$ cat src/common/rxdst_pkg.sv
// Shared constants and types for the receive status tracker
package rxdst_pkg;
    // Status register geometry, bit 0 is the most significant bit
    localparam int STATUS_WIDTH = 32;
    localparam int BIT_CHAN_BUSY = 31;
    localparam int BIT_CHAIN_BUSY = 30;
    localparam int BIT_EOP = 29;
    localparam int BIT_SOP = 28;
    localparam int BIT_DONE = 27;
    localparam int BIT_STOP = 26;
    localparam int BIT_IRQ = 25;
    localparam int BIT_ERR = 24;
    localparam int RESERVED_LAST = 23;
    localparam logic [0:STATUS_WIDTH-1] STATUS_RESET = 32'h0000_0000;
    localparam logic [0:RESERVED_LAST] RESERVED_VALUE = 24'h00_0000;

    // Interrupt register error-pending flag position
    localparam int INTR_BIT_ERR = 29;

    // Descriptor length counter width
    localparam int DESC_LEN_WIDTH = 16;
    localparam logic [DESC_LEN_WIDTH-1:0] LEN_ZERO = 16'h0000;
    localparam logic [DESC_LEN_WIDTH-1:0] LEN_ONE = 16'h0001;

    typedef enum logic [2:0] {
        PH_IDLE = 3'b001,
        PH_ACTIVE = 3'b010,
        PH_HALTED = 3'b100
    } rxdst_phase_type;

    // One beat of the framed receive stream
    typedef struct packed {
        logic valid;
        logic startOfPacketMarker;
        logic endOfPacketMarker;
    } rxdst_beat_type;

    // Controls carried in a descriptor's status field
    typedef struct packed {
        logic stopOnEnd;
        logic irqOnEnd;
        logic [DESC_LEN_WIDTH-1:0] length;
    } rxdst_desc_type;

    // State of the tracker apart from the remaining-length count
    typedef struct packed {
        rxdst_phase_type phase;
        logic chanBusy;
        logic chainBusy;
        logic eop;
        logic sop;
        logic done;
        logic stopOnEnd;
        logic irqOnEnd;
        logic rxErrorPending;
        logic irqEvent;
        logic descDone;
    } rxdst_state_type;
endpackage : rxdst_pkg

$ cat src/verilog/rxdst_status_tracker.sv
// Receive channel status tracking for the descriptor DMA engine
//
// Operation
// Channel busy stays set while queues hold data or work remains; resets zero.
// Chain busy stays set while descriptors remain in the active chain.
// Chain busy may clear with write-backs outstanding; it proves no flush.
// Stream end-of-packet sets the end-of-packet bit of current descriptor.
// Stream start-of-packet sets the start-of-packet bit of current descriptor.
// Transfer until length reaches zero or end-of-packet, then set completed.
// Stop-on-end set halts the channel once that descriptor completes.
// Stop and interrupt controls load from each descriptor as it starts.
// Interrupt-on-end with feature enable raises an event at every completion.
// Status error bit is a direct copy of the error-pending flag.
// Software should not write the status register in normal operation.
// Software should set stop-on-end only on an end-of-packet descriptor.
// Writing one to the error-pending flag clears it.
// Status is 32 bits, bit 0 most significant; bits 0 to 23 read zero.
`timescale 1ns/1ps
module rxdst_status_tracker #(
    parameter int LEN_WIDTH = rxdst_pkg::DESC_LEN_WIDTH
) (
    // Clock and reset
    input wire logic core_clk,
    input wire logic reset,
    // Descriptor hand-off from the fetch path
    input wire logic descValid,
    input wire rxdst_pkg::rxdst_desc_type descIn,
    output logic descReady,
    // Descriptor completion toward the write-back path
    output logic descDone,
    // Framed receive stream
    input wire rxdst_pkg::rxdst_beat_type beatIn,
    output logic streamReady,
    // Channel conditions
    input wire logic chainPending,
    input wire logic queuesEmpty,
    input wire logic rxErrorEvent,
    input wire logic descriptor_completion_irq_enable,
    input wire logic channelRestart,
    output logic channelHalted,
    output logic irqEvent,
    // Control register bus access
    input wire logic statusWrite,
    input wire logic intrWrite,
    input wire logic [0:rxdst_pkg::STATUS_WIDTH-1] writeData,
    output logic [0:rxdst_pkg::STATUS_WIDTH-1] rx_channel_status,
    output logic rx_error_pending
);
    rxdst_pkg::rxdst_state_type st;
    rxdst_pkg::rxdst_state_type next_st;
    logic [LEN_WIDTH-1:0] remaining;
    logic descLoad;
    logic beatTaken;
    logic lastByLength;
    logic completeNow;
    logic errAck;

    initial begin
        if (LEN_WIDTH != rxdst_pkg::DESC_LEN_WIDTH) begin
            $error("length width must match the descriptor length field");
        end
    end

    function automatic logic phaseIs(input rxdst_pkg::rxdst_phase_type ph,
                                     input rxdst_pkg::rxdst_phase_type want);
        phaseIs = (ph == want);
    endfunction : phaseIs

    // A new descriptor is only taken while idle, never while halted
    assign descLoad = descValid && phaseIs(st.phase, rxdst_pkg::PH_IDLE);
    assign descReady = phaseIs(st.phase, rxdst_pkg::PH_IDLE);
    assign streamReady = phaseIs(st.phase, rxdst_pkg::PH_ACTIVE) && (remaining != '0);
    assign beatTaken = beatIn.valid && streamReady;
    assign lastByLength = beatTaken && (remaining == rxdst_pkg::LEN_ONE);
    // A zero-length descriptor completes without taking any beat
    assign completeNow = phaseIs(st.phase, rxdst_pkg::PH_ACTIVE)
                         && (lastByLength || (beatTaken && beatIn.endOfPacketMarker)
                             || (remaining == rxdst_pkg::LEN_ZERO));
    assign errAck = intrWrite && writeData[rxdst_pkg::INTR_BIT_ERR];

    rxdst_len_counter #(
        .WIDTH(LEN_WIDTH)
    ) u_len (
        .core_clk(core_clk),
        .reset(reset),
        .load(descLoad),
        .loadValue(descIn.length),
        .decrement(beatTaken),
        .remaining(remaining)
    );

    always_comb begin
        next_st = st;
        next_st.irqEvent = 1'b0;
        next_st.descDone = 1'b0;
        // Debug writes land first so hardware events below win over them
        if (statusWrite) begin
            next_st.eop = writeData[rxdst_pkg::BIT_EOP];
            next_st.sop = writeData[rxdst_pkg::BIT_SOP];
            next_st.done = writeData[rxdst_pkg::BIT_DONE];
            next_st.stopOnEnd = writeData[rxdst_pkg::BIT_STOP];
            next_st.irqOnEnd = writeData[rxdst_pkg::BIT_IRQ];
        end
        unique case (st.phase)
            rxdst_pkg::PH_IDLE: begin
                if (descLoad) begin
                    next_st.phase = rxdst_pkg::PH_ACTIVE;
                    next_st.stopOnEnd = descIn.stopOnEnd;
                    next_st.irqOnEnd = descIn.irqOnEnd;
                    next_st.eop = 1'b0;
                    next_st.sop = 1'b0;
                    next_st.done = 1'b0;
                end
            end
            rxdst_pkg::PH_ACTIVE: begin
                if (beatTaken && beatIn.startOfPacketMarker) begin
                    next_st.sop = 1'b1;
                end
                if (beatTaken && beatIn.endOfPacketMarker) begin
                    next_st.eop = 1'b1;
                end
                if (completeNow) begin
                    next_st.done = 1'b1;
                    next_st.descDone = 1'b1;
                    next_st.irqEvent = st.irqOnEnd && descriptor_completion_irq_enable;
                    if (st.stopOnEnd) begin
                        next_st.phase = rxdst_pkg::PH_HALTED;
                    end else begin
                        next_st.phase = rxdst_pkg::PH_IDLE;
                    end
                end
            end
            rxdst_pkg::PH_HALTED: begin
                if (channelRestart) begin
                    next_st.phase = rxdst_pkg::PH_IDLE;
                end
            end
            default: begin
                next_st.phase = rxdst_pkg::PH_IDLE;
            end
        endcase
        // Busy covers queued data and any descriptor in hand
        next_st.chanBusy = !queuesEmpty || chainPending
                           || !phaseIs(next_st.phase, rxdst_pkg::PH_IDLE);
        // Chain busy ignores write-backs, so it may drop before the flush
        next_st.chainBusy = chainPending
                            || phaseIs(next_st.phase, rxdst_pkg::PH_ACTIVE);
        // Set wins over the acknowledge in the same cycle
        if (rxErrorEvent) begin
            next_st.rxErrorPending = 1'b1;
        end else if (errAck) begin
            next_st.rxErrorPending = 1'b0;
        end
    end

    always_ff @(posedge core_clk) begin
        if (reset) begin
            st <= '{phase: rxdst_pkg::PH_IDLE, default: 1'b0};
        end else begin
            st <= next_st;
        end
    end

    always_comb begin
        rx_channel_status = rxdst_pkg::STATUS_RESET;
        rx_channel_status[0:rxdst_pkg::RESERVED_LAST] = rxdst_pkg::RESERVED_VALUE;
        rx_channel_status[rxdst_pkg::BIT_CHAN_BUSY] = st.chanBusy;
        rx_channel_status[rxdst_pkg::BIT_CHAIN_BUSY] = st.chainBusy;
        rx_channel_status[rxdst_pkg::BIT_EOP] = st.eop;
        rx_channel_status[rxdst_pkg::BIT_SOP] = st.sop;
        rx_channel_status[rxdst_pkg::BIT_DONE] = st.done;
        rx_channel_status[rxdst_pkg::BIT_STOP] = st.stopOnEnd;
        rx_channel_status[rxdst_pkg::BIT_IRQ] = st.irqOnEnd;
        rx_channel_status[rxdst_pkg::BIT_ERR] = st.rxErrorPending;
    end

    assign rx_error_pending = st.rxErrorPending;
    assign channelHalted = phaseIs(st.phase, rxdst_pkg::PH_HALTED);
    assign irqEvent = st.irqEvent;
    assign descDone = st.descDone;
endmodule : rxdst_status_tracker

$ cat src/verilog/rxdst_len_counter.sv
// Remaining-length counter for the current descriptor
`timescale 1ns/1ps
module rxdst_len_counter #(
    parameter int WIDTH = 16
) (
    // Clock and reset
    input wire logic core_clk,
    input wire logic reset,
    // Control
    input wire logic load,
    input wire logic [WIDTH-1:0] loadValue,
    input wire logic decrement,
    // Count
    output logic [WIDTH-1:0] remaining
);
    typedef struct packed {
        logic [WIDTH-1:0] count;
    } rxdst_cnt_type;

    rxdst_cnt_type st;
    rxdst_cnt_type next_st;

    initial begin
        if (WIDTH < 1) begin
            $error("length counter needs at least one bit");
        end
    end

    always_comb begin
        next_st = st;
        if (load) begin
            next_st.count = loadValue;
        end else if (decrement && (st.count != '0)) begin
            // Saturates at zero so a stray beat cannot wrap the count
            next_st.count = st.count - WIDTH'(1);
        end
    end

    always_ff @(posedge core_clk) begin
        if (reset) begin
            st <= '0;
        end else begin
            st <= next_st;
        end
    end

    assign remaining = st.count;
endmodule : rxdst_len_counter

$ cat config.mk
export PLATFORM = sky130hd
export DESIGN_NAME = rxdst_status_tracker
export DESIGN_NICKNAME = d
export VERILOG_FILES = /design/src/common/rxdst_pkg.sv /design/src/verilog/rxdst_status_tracker.sv /design/src/verilog/rxdst_len_counter.sv
export SDC_FILE = /design/constraint.sdc
export NUM_CORES = 1
export LEC_CHECK = 0
export ABC_AREA = 1
export BUFFER_PORTS_ARGS = -buffer_cell sky130_fd_sc_hd__buf_4
export CORE_ASPECT_RATIO = 0.9
export CORE_UTILIZATION = 35
export CTS_CLUSTER_SIZE = 30
export DETAILED_ROUTE_END_ITERATION = 6
export PLACE_DENSITY = 0.76
export SLEW_MARGIN = 20
export SYNTH_ARGS = -nofsm -noshare
export SYNTH_HDL_FRONTEND = slang
export SYNTH_SLANG_ARGS = --single-unit
$ cat constraint.sdc
create_clock -name core_clk -period 1.9 [get_ports core_clk]
set_clock_uncertainty 0.15 [all_clocks]
set_input_delay 0.19 -clock core_clk [delete_from_list [all_inputs] [get_ports core_clk]]
set_output_delay 0.19 -clock core_clk [all_outputs]
set_load 0.02 [all_outputs]
## After elaboration in Yosys (flattened, before gate mapping)

Index checks and enable logic that the tools add are counted.

- Register bits: 29
- Input port bits: 63
- Output and inout bits: 38
- Logic and storage cells: 61

- Add/subtract/negate cells: 1
- Eq/ne operators: 6
- Mux-type cells: 17
- Bitwise gates (word level): 2
- Reductions and logical operators: 23

Operator list:

| cell | count |
|---|---|
| 16-bit two-way mux | 2 |
| 16-bit by 1-bit == test with 1-bit output (second input constant) | 1 |
| 16-bit zero test | 1 |
| 16-bit nonzero test | 1 |
| 16-bit by 1-bit subtractor with 16-bit output (second input constant) | 1 |
| 3-bit two-way mux | 4 |
| 1-bit logical AND | 10 |
| 5-bit two-way mux | 2 |
| 3-bit one-hot mux with 3 select lines | 1 |
| 3-bit by 1-bit == test with 1-bit output (second input constant) | 2 |
| 3-bit by 2-bit == test with 1-bit output (second input constant) | 2 |
| 1-bit two-way mux | 6 |
| 3-bit one-hot mux with 2 select lines | 1 |
| 1-bit logical OR | 5 |
| 2-bit nonzero test | 2 |
| 3-bit == test (second input constant) | 1 |
| 3-bit OR reduction | 1 |
| 1-bit zero test | 2 |
| 2-bit two-way mux | 1 |
| 1-bit inverter | 2 |
| 2-bit OR reduction | 1 |

## Longest topological paths before layout

- Depth in word-level cells: 12
- Gate-level depth with buffers: 11
- Gate-level depth less buffers: 11

## Cells and area by module

A second synthesis with hierarchy kept.

- Cells, all modules: 323
- Area total of the unflattened synthesis: 2,123.3 um^2

By module, submodules not included:

| module | instances | cells an instance | area each (um^2) |
|---|---|---|---|
| rxdst_len_counter | 1 | 195 | 1,167.4 |
| rxdst_status_tracker | 1 | 128 | 955.9 |

## Worst setup path before layout

Ideal clock, no wire load.

- Kind: register -> register
- Start point: register u_len.st (netlist bit u_len.remaining[0])
- End point: register u_len.st (netlist bit u_len.remaining[10])
- Library setup time: 0.138 ns
- Arrival time: 1.543 ns
- Required time: 1.612 ns
- Setup slack: 0.069 ns
- Cell stages (with the launch flop): 12
- Buffers on the path: 1
- Period minus slack after synthesis: 1.831 ns
- Path through: dfxtp_1 -> inv_1 -> ha_1 -> nand2_1 -> nor2_2 -> a21oi_4 -> nand2_4 -> nand2_4 -> clkinv_4 -> buf_6 -> nand2_1 -> a21oi_2

- Word-level cells in the longest chain between the ends: 5
- Elaborated cells on any way between the ends: 8
- Those cells by class: add/sub: 1; mux: 2; reduce/logical: 5

Ends and longest elaborated chain:

| element | line | RTL |
|---|---|---|
| from (decl) | rxdst_len_counter.sv:20 | `rxdst_cnt_type st;` |
| from (signal assigned) | rxdst_len_counter.sv:43 | `st <= next_st;` |
| 16-bit nonzero test | rxdst_status_tracker.sv:72 | `assign streamReady = phaseIs(st.phase, rxdst_pkg::PH_ACTIVE) && (remaining != '0);` |
| 1-bit logical AND | rxdst_status_tracker.sv:72 |  |
| net streamReady | rxdst_status_tracker.sv:33 | `output logic streamReady,` |
| 1-bit logical AND | rxdst_status_tracker.sv:73 | `assign beatTaken = beatIn.valid && streamReady;` |
| 1-bit logical AND | rxdst_len_counter.sv:33 | `end else if (decrement && (st.count != '0)) begin` |
| 2-bit nonzero test (no line) | n/a |  |

The timed path passes the listed nets, and every way through them passes these cells. The select of a mux whose other input is x is not followed.
A chain may end at the register's enable or synchronous reset.

## Worst setup path in the final report

- Start point: register st[11] (netlist name)
- End point: register u_len.st (netlist bit u_len.remaining[1])

- Word-level cells in the longest chain between the ends: 5
- Elaborated cells on any way between the ends: 8
- Those cells by class: eq/ne: 2; mux: 1; reduce/logical: 5

Ends and longest elaborated chain:

| element | line | RTL |
|---|---|---|
| from (decl) | rxdst_status_tracker.sv:49 | `rxdst_pkg::rxdst_state_type st;` |
| from (signal assigned) | rxdst_status_tracker.sv:160 | `st <= next_st;` |
| 3-bit by 2-bit == test with 1-bit output | rxdst_status_tracker.sv:66 | `phaseIs = (ph == want);` |
| 1-bit logical AND | rxdst_status_tracker.sv:72 |  |
| 1-bit logical AND | rxdst_status_tracker.sv:73 |  |
| 1-bit logical AND | rxdst_len_counter.sv:33 |  |
| 2-bit nonzero test (no line) | n/a |  |

Several ways; a longest one is shown, not always the timed one.

==> impl_metrics.yaml <==
outcome:
  outcome: "finished clean"
detailed_routing:
  wirelength_mm: 4.451
  drc: 0
  first_iter_violations: 90
  viasPerCell: 4.607
  drt_pass1_iterations: 4
  vias: 1852
  wire_per_inst_um: 11.07
  antenna_left: 0
critical_path:
  startpoint_type: "flip-flop"
  critPathArrivalTime_ns: 1.83
  r2r_setup_slack_ns: 0.09
  critPathMaxFanout: 9
  cp-startpoint: "st[11]$_SDFF_PP0_"
  rr_worst_depth: 7
  reg2reg_from: "st[11]$_SDFF_PP0_"
  reg2reg_to: "u_len.remaining[1]$_SDFFE_PP0P_"
  critPathCaptureType: "flip-flop"
  worstSetupEndpoint: "u_len.remaining[1]$_SDFFE_PP0P_"
  path_class: "flip-flop to flip-flop"
  required_ns: 1.92
logic_synthesis:
  synth-seq-cells: 29
  postSynth.asyncResetShare: 0
  synthSimpleGateAreaFrac: 0.2794
  yosys_warnings: 0
  ys_top_cells_by_area: "dfxtp_1 29%, nand2_1 12%, buf_4 12%"
  synth_mux_area_frac: 0.01517
  synthTopCellsByCount: "65 x nand2_1, 32 x buf_4, 32 x nor2_1, 29 x dfxtp_1, 19 x inv_1"
  synth_top_family_by_area: "simple AND/OR/NAND/NOR gates"
  synth_edf_count: 0
  synth_top_area_frac: 0.2933
  synth-adder-area-share: 0.01896
  synth-main-ff-cell: "dfxtp_1"
  synth-compound-area-share: 0.1700
  syn_area_um2: 1979
  synthesis.instances: 282
  synth_cell_type_count: 37
  synth_seq_area_share: 0.2933
  synth.most_common_cell: "nand2_1"
  synth-xor-area-share: 0.03097
  yosysTopAreaCell: "dfxtp_1"
  synth.avg_cell_area_um2: 7.019
power_and_ir_drop:
  p_per_area_nw_per_um2: 876.1
  p_leak_nw: 1.174
  irDropWorstVdd_mv: 0.3476
floorplan:
  io_pins: 101
  initial_utilization: 0.3701
  core-area_um2: 5349
  dieArea_um2: 5961
  die_w_um: 81.27
  fp-row-count: 25
  dieHeight_um: 73.35
clocking:
  numCtsBuffers: 5
  clk_pin_slew_worst_paths_ns: 0.06
  clkLatencyLatePin_ns: 0.28
  numClockSinks: 29
  cts_tree: "done"
  h-tree-depth: 2
  cts_buffer_depth: 2
  cts_root_buf: "clkbuf_8"
sta:
  max_freq_ghz: 0.5514
  min_period_over_period: 0.9545
  maxSlewViolCount: 0
  finalCriticalPeriod_ns: 1.814
  setup_viol: 0
  hold_viol_final: 0
layout:
  n_antenna_cell: 0
  final_util: 0.4561
  instances_no_fill: 402
  syn2layout_area_growth_pct: 23.26
  drive_gt1_frac: 0.2806
  final_nets: 400
global_route:
  grt_pass1_wl_mm: 7.072
  grt_start_max_net_pins: 25
  antenna_found_initial: 0
  overflow: 0
  grt_use_total: 0.1537
  grt_pass1_vias: 1662
worst_hold_path:
  hold_path_class: "input port to flip-flop"
placement:
  portBuffers: 49
  dp.cells: 389
  place_congestion: 0.8588
  hpwl_mm: 3.355
job:
  drv_cap: 0
-- per-layer routing --
layer  track usage  wire length, um
met5             0                0
met2        0.2676             2127
met4       0.04365               30
met1        0.1854             1957
met3       0.03851              336
-- cell type report --
type | instances | area, um^2
clock buffer | 6 | 72.57
clock inverter | 2 | 10.01
fill | 550 | 2909
inverter | 23 | 97.59
multi-input combinational | 213 | 1125
sequential | 29 | 580.6
tap | 67 | 83.83
timing repair buffer | 62 | 470.5
-- power by group --
part	internal (W)	leakage [nW]	switching, W	total, W
logic	0.000363	0.891	0.000543	0.000906
clock network	0.000253	0.0450	0.000235	0.000488
registers	0.000677	0.239	0.0000665	0.000743
-- registers in the layout, indices dropped and copies added, names as in the netlist --
name and count:
irqEvent 1, u_len.remaining 16, descDone 1, rx_error_pending 1, st 3, rx_channel_status 7
-- cells in the final DEF (no fill, tap or decap), types with 5 or more instances in the layout --
cell type / Yosys / final
nor2_2: 5 / 5
inv_1: 19 / 19
o211ai_1: 8 / 8
a21oi_1: 9 / 9
dfxtp_1: 29 / 29
conb_1: 1 / 24
clkbuf_8: 0 / 5
nand2_1: 65 / 65
nor2_1: 32 / 31
xor2_1: 5 / 5
a21oi_2: 9 / 9
buf_4: 32 / 60
nand3_1: 11 / 11
o21ai_0: 11 / 11
-- worst min-delay path by stage --
stage | start | end | slack, ns | cells past startpoint
floorplan | reset | rx_channel_status[25]$_SDFF_PP0_ | 0.12 | 1
global placement | rxErrorEvent | rx_error_pending$_SDFFE_PP0P_ | 0.25 | 3
detailed placement | rxErrorEvent | rx_error_pending$_SDFFE_PP0P_ | 0.26 | 3
CTS | descriptor_completion_irq_enable | irqEvent$_SDFF_PP0_ | 0.01 | 3
global route | descriptor_completion_irq_enable | irqEvent$_SDFF_PP0_ | 0.008 | 3
finish | descriptor_completion_irq_enable | irqEvent$_SDFF_PP0_ | 0.02 | 3
-- critical path, cell delays in order, from the launching register on --
cell        delay (ns)
dfxtp_1           0.39
nor3_2            0.08
nand2_1           0.34
clkinvlp_4        0.32
nand2_1           0.11
o21ai_0           0.07
o21ai_0           0.16
a21oi_1           0.06
-- timing repair --
item                                   CTS  global route
endpoints found under the hold margin    2             0
resized for setup                        0             5
setup endpoints to repair                0            15
setup buffers                            0             3
hold buffers                             2             0
-- kinds of logic (layout without fill, tap and decap cells) --
logic type | after synthesis | count (layout)
other | 1 | 24
XOR/XNOR | 7 | 7
flip-flops | 29 | 29
buffers and inverters | 63 | 93
multiplexers | 3 | 3
AND/OR/NAND/NOR | 127 | 127
adder cells (fa/ha/maj) | 3 | 3
AO/OA/AOI/OAI | 49 | 49
-- per-stage QoR --
stage	setup slack, ns	hold WS (ns)	total power (W)	area, um^2	setup TNS, ns
2_1_floorplan	0.06894	0.1185	0.001446	2066	0
4_1_cts	0.01290	0.01055	0.002122	2395	0
3_5_place_dp	0.03146	0.2586	0.001625	2292	0
5_1_grt	-0.01109	0.007669	0.002313	2440	-0.01151
3_3_place_gp	0.07344	0.2493	0.001600	2292	0
6_report	0.08645	0.01684	0.002138	2440	0
(Power assumes the default switching activity.)
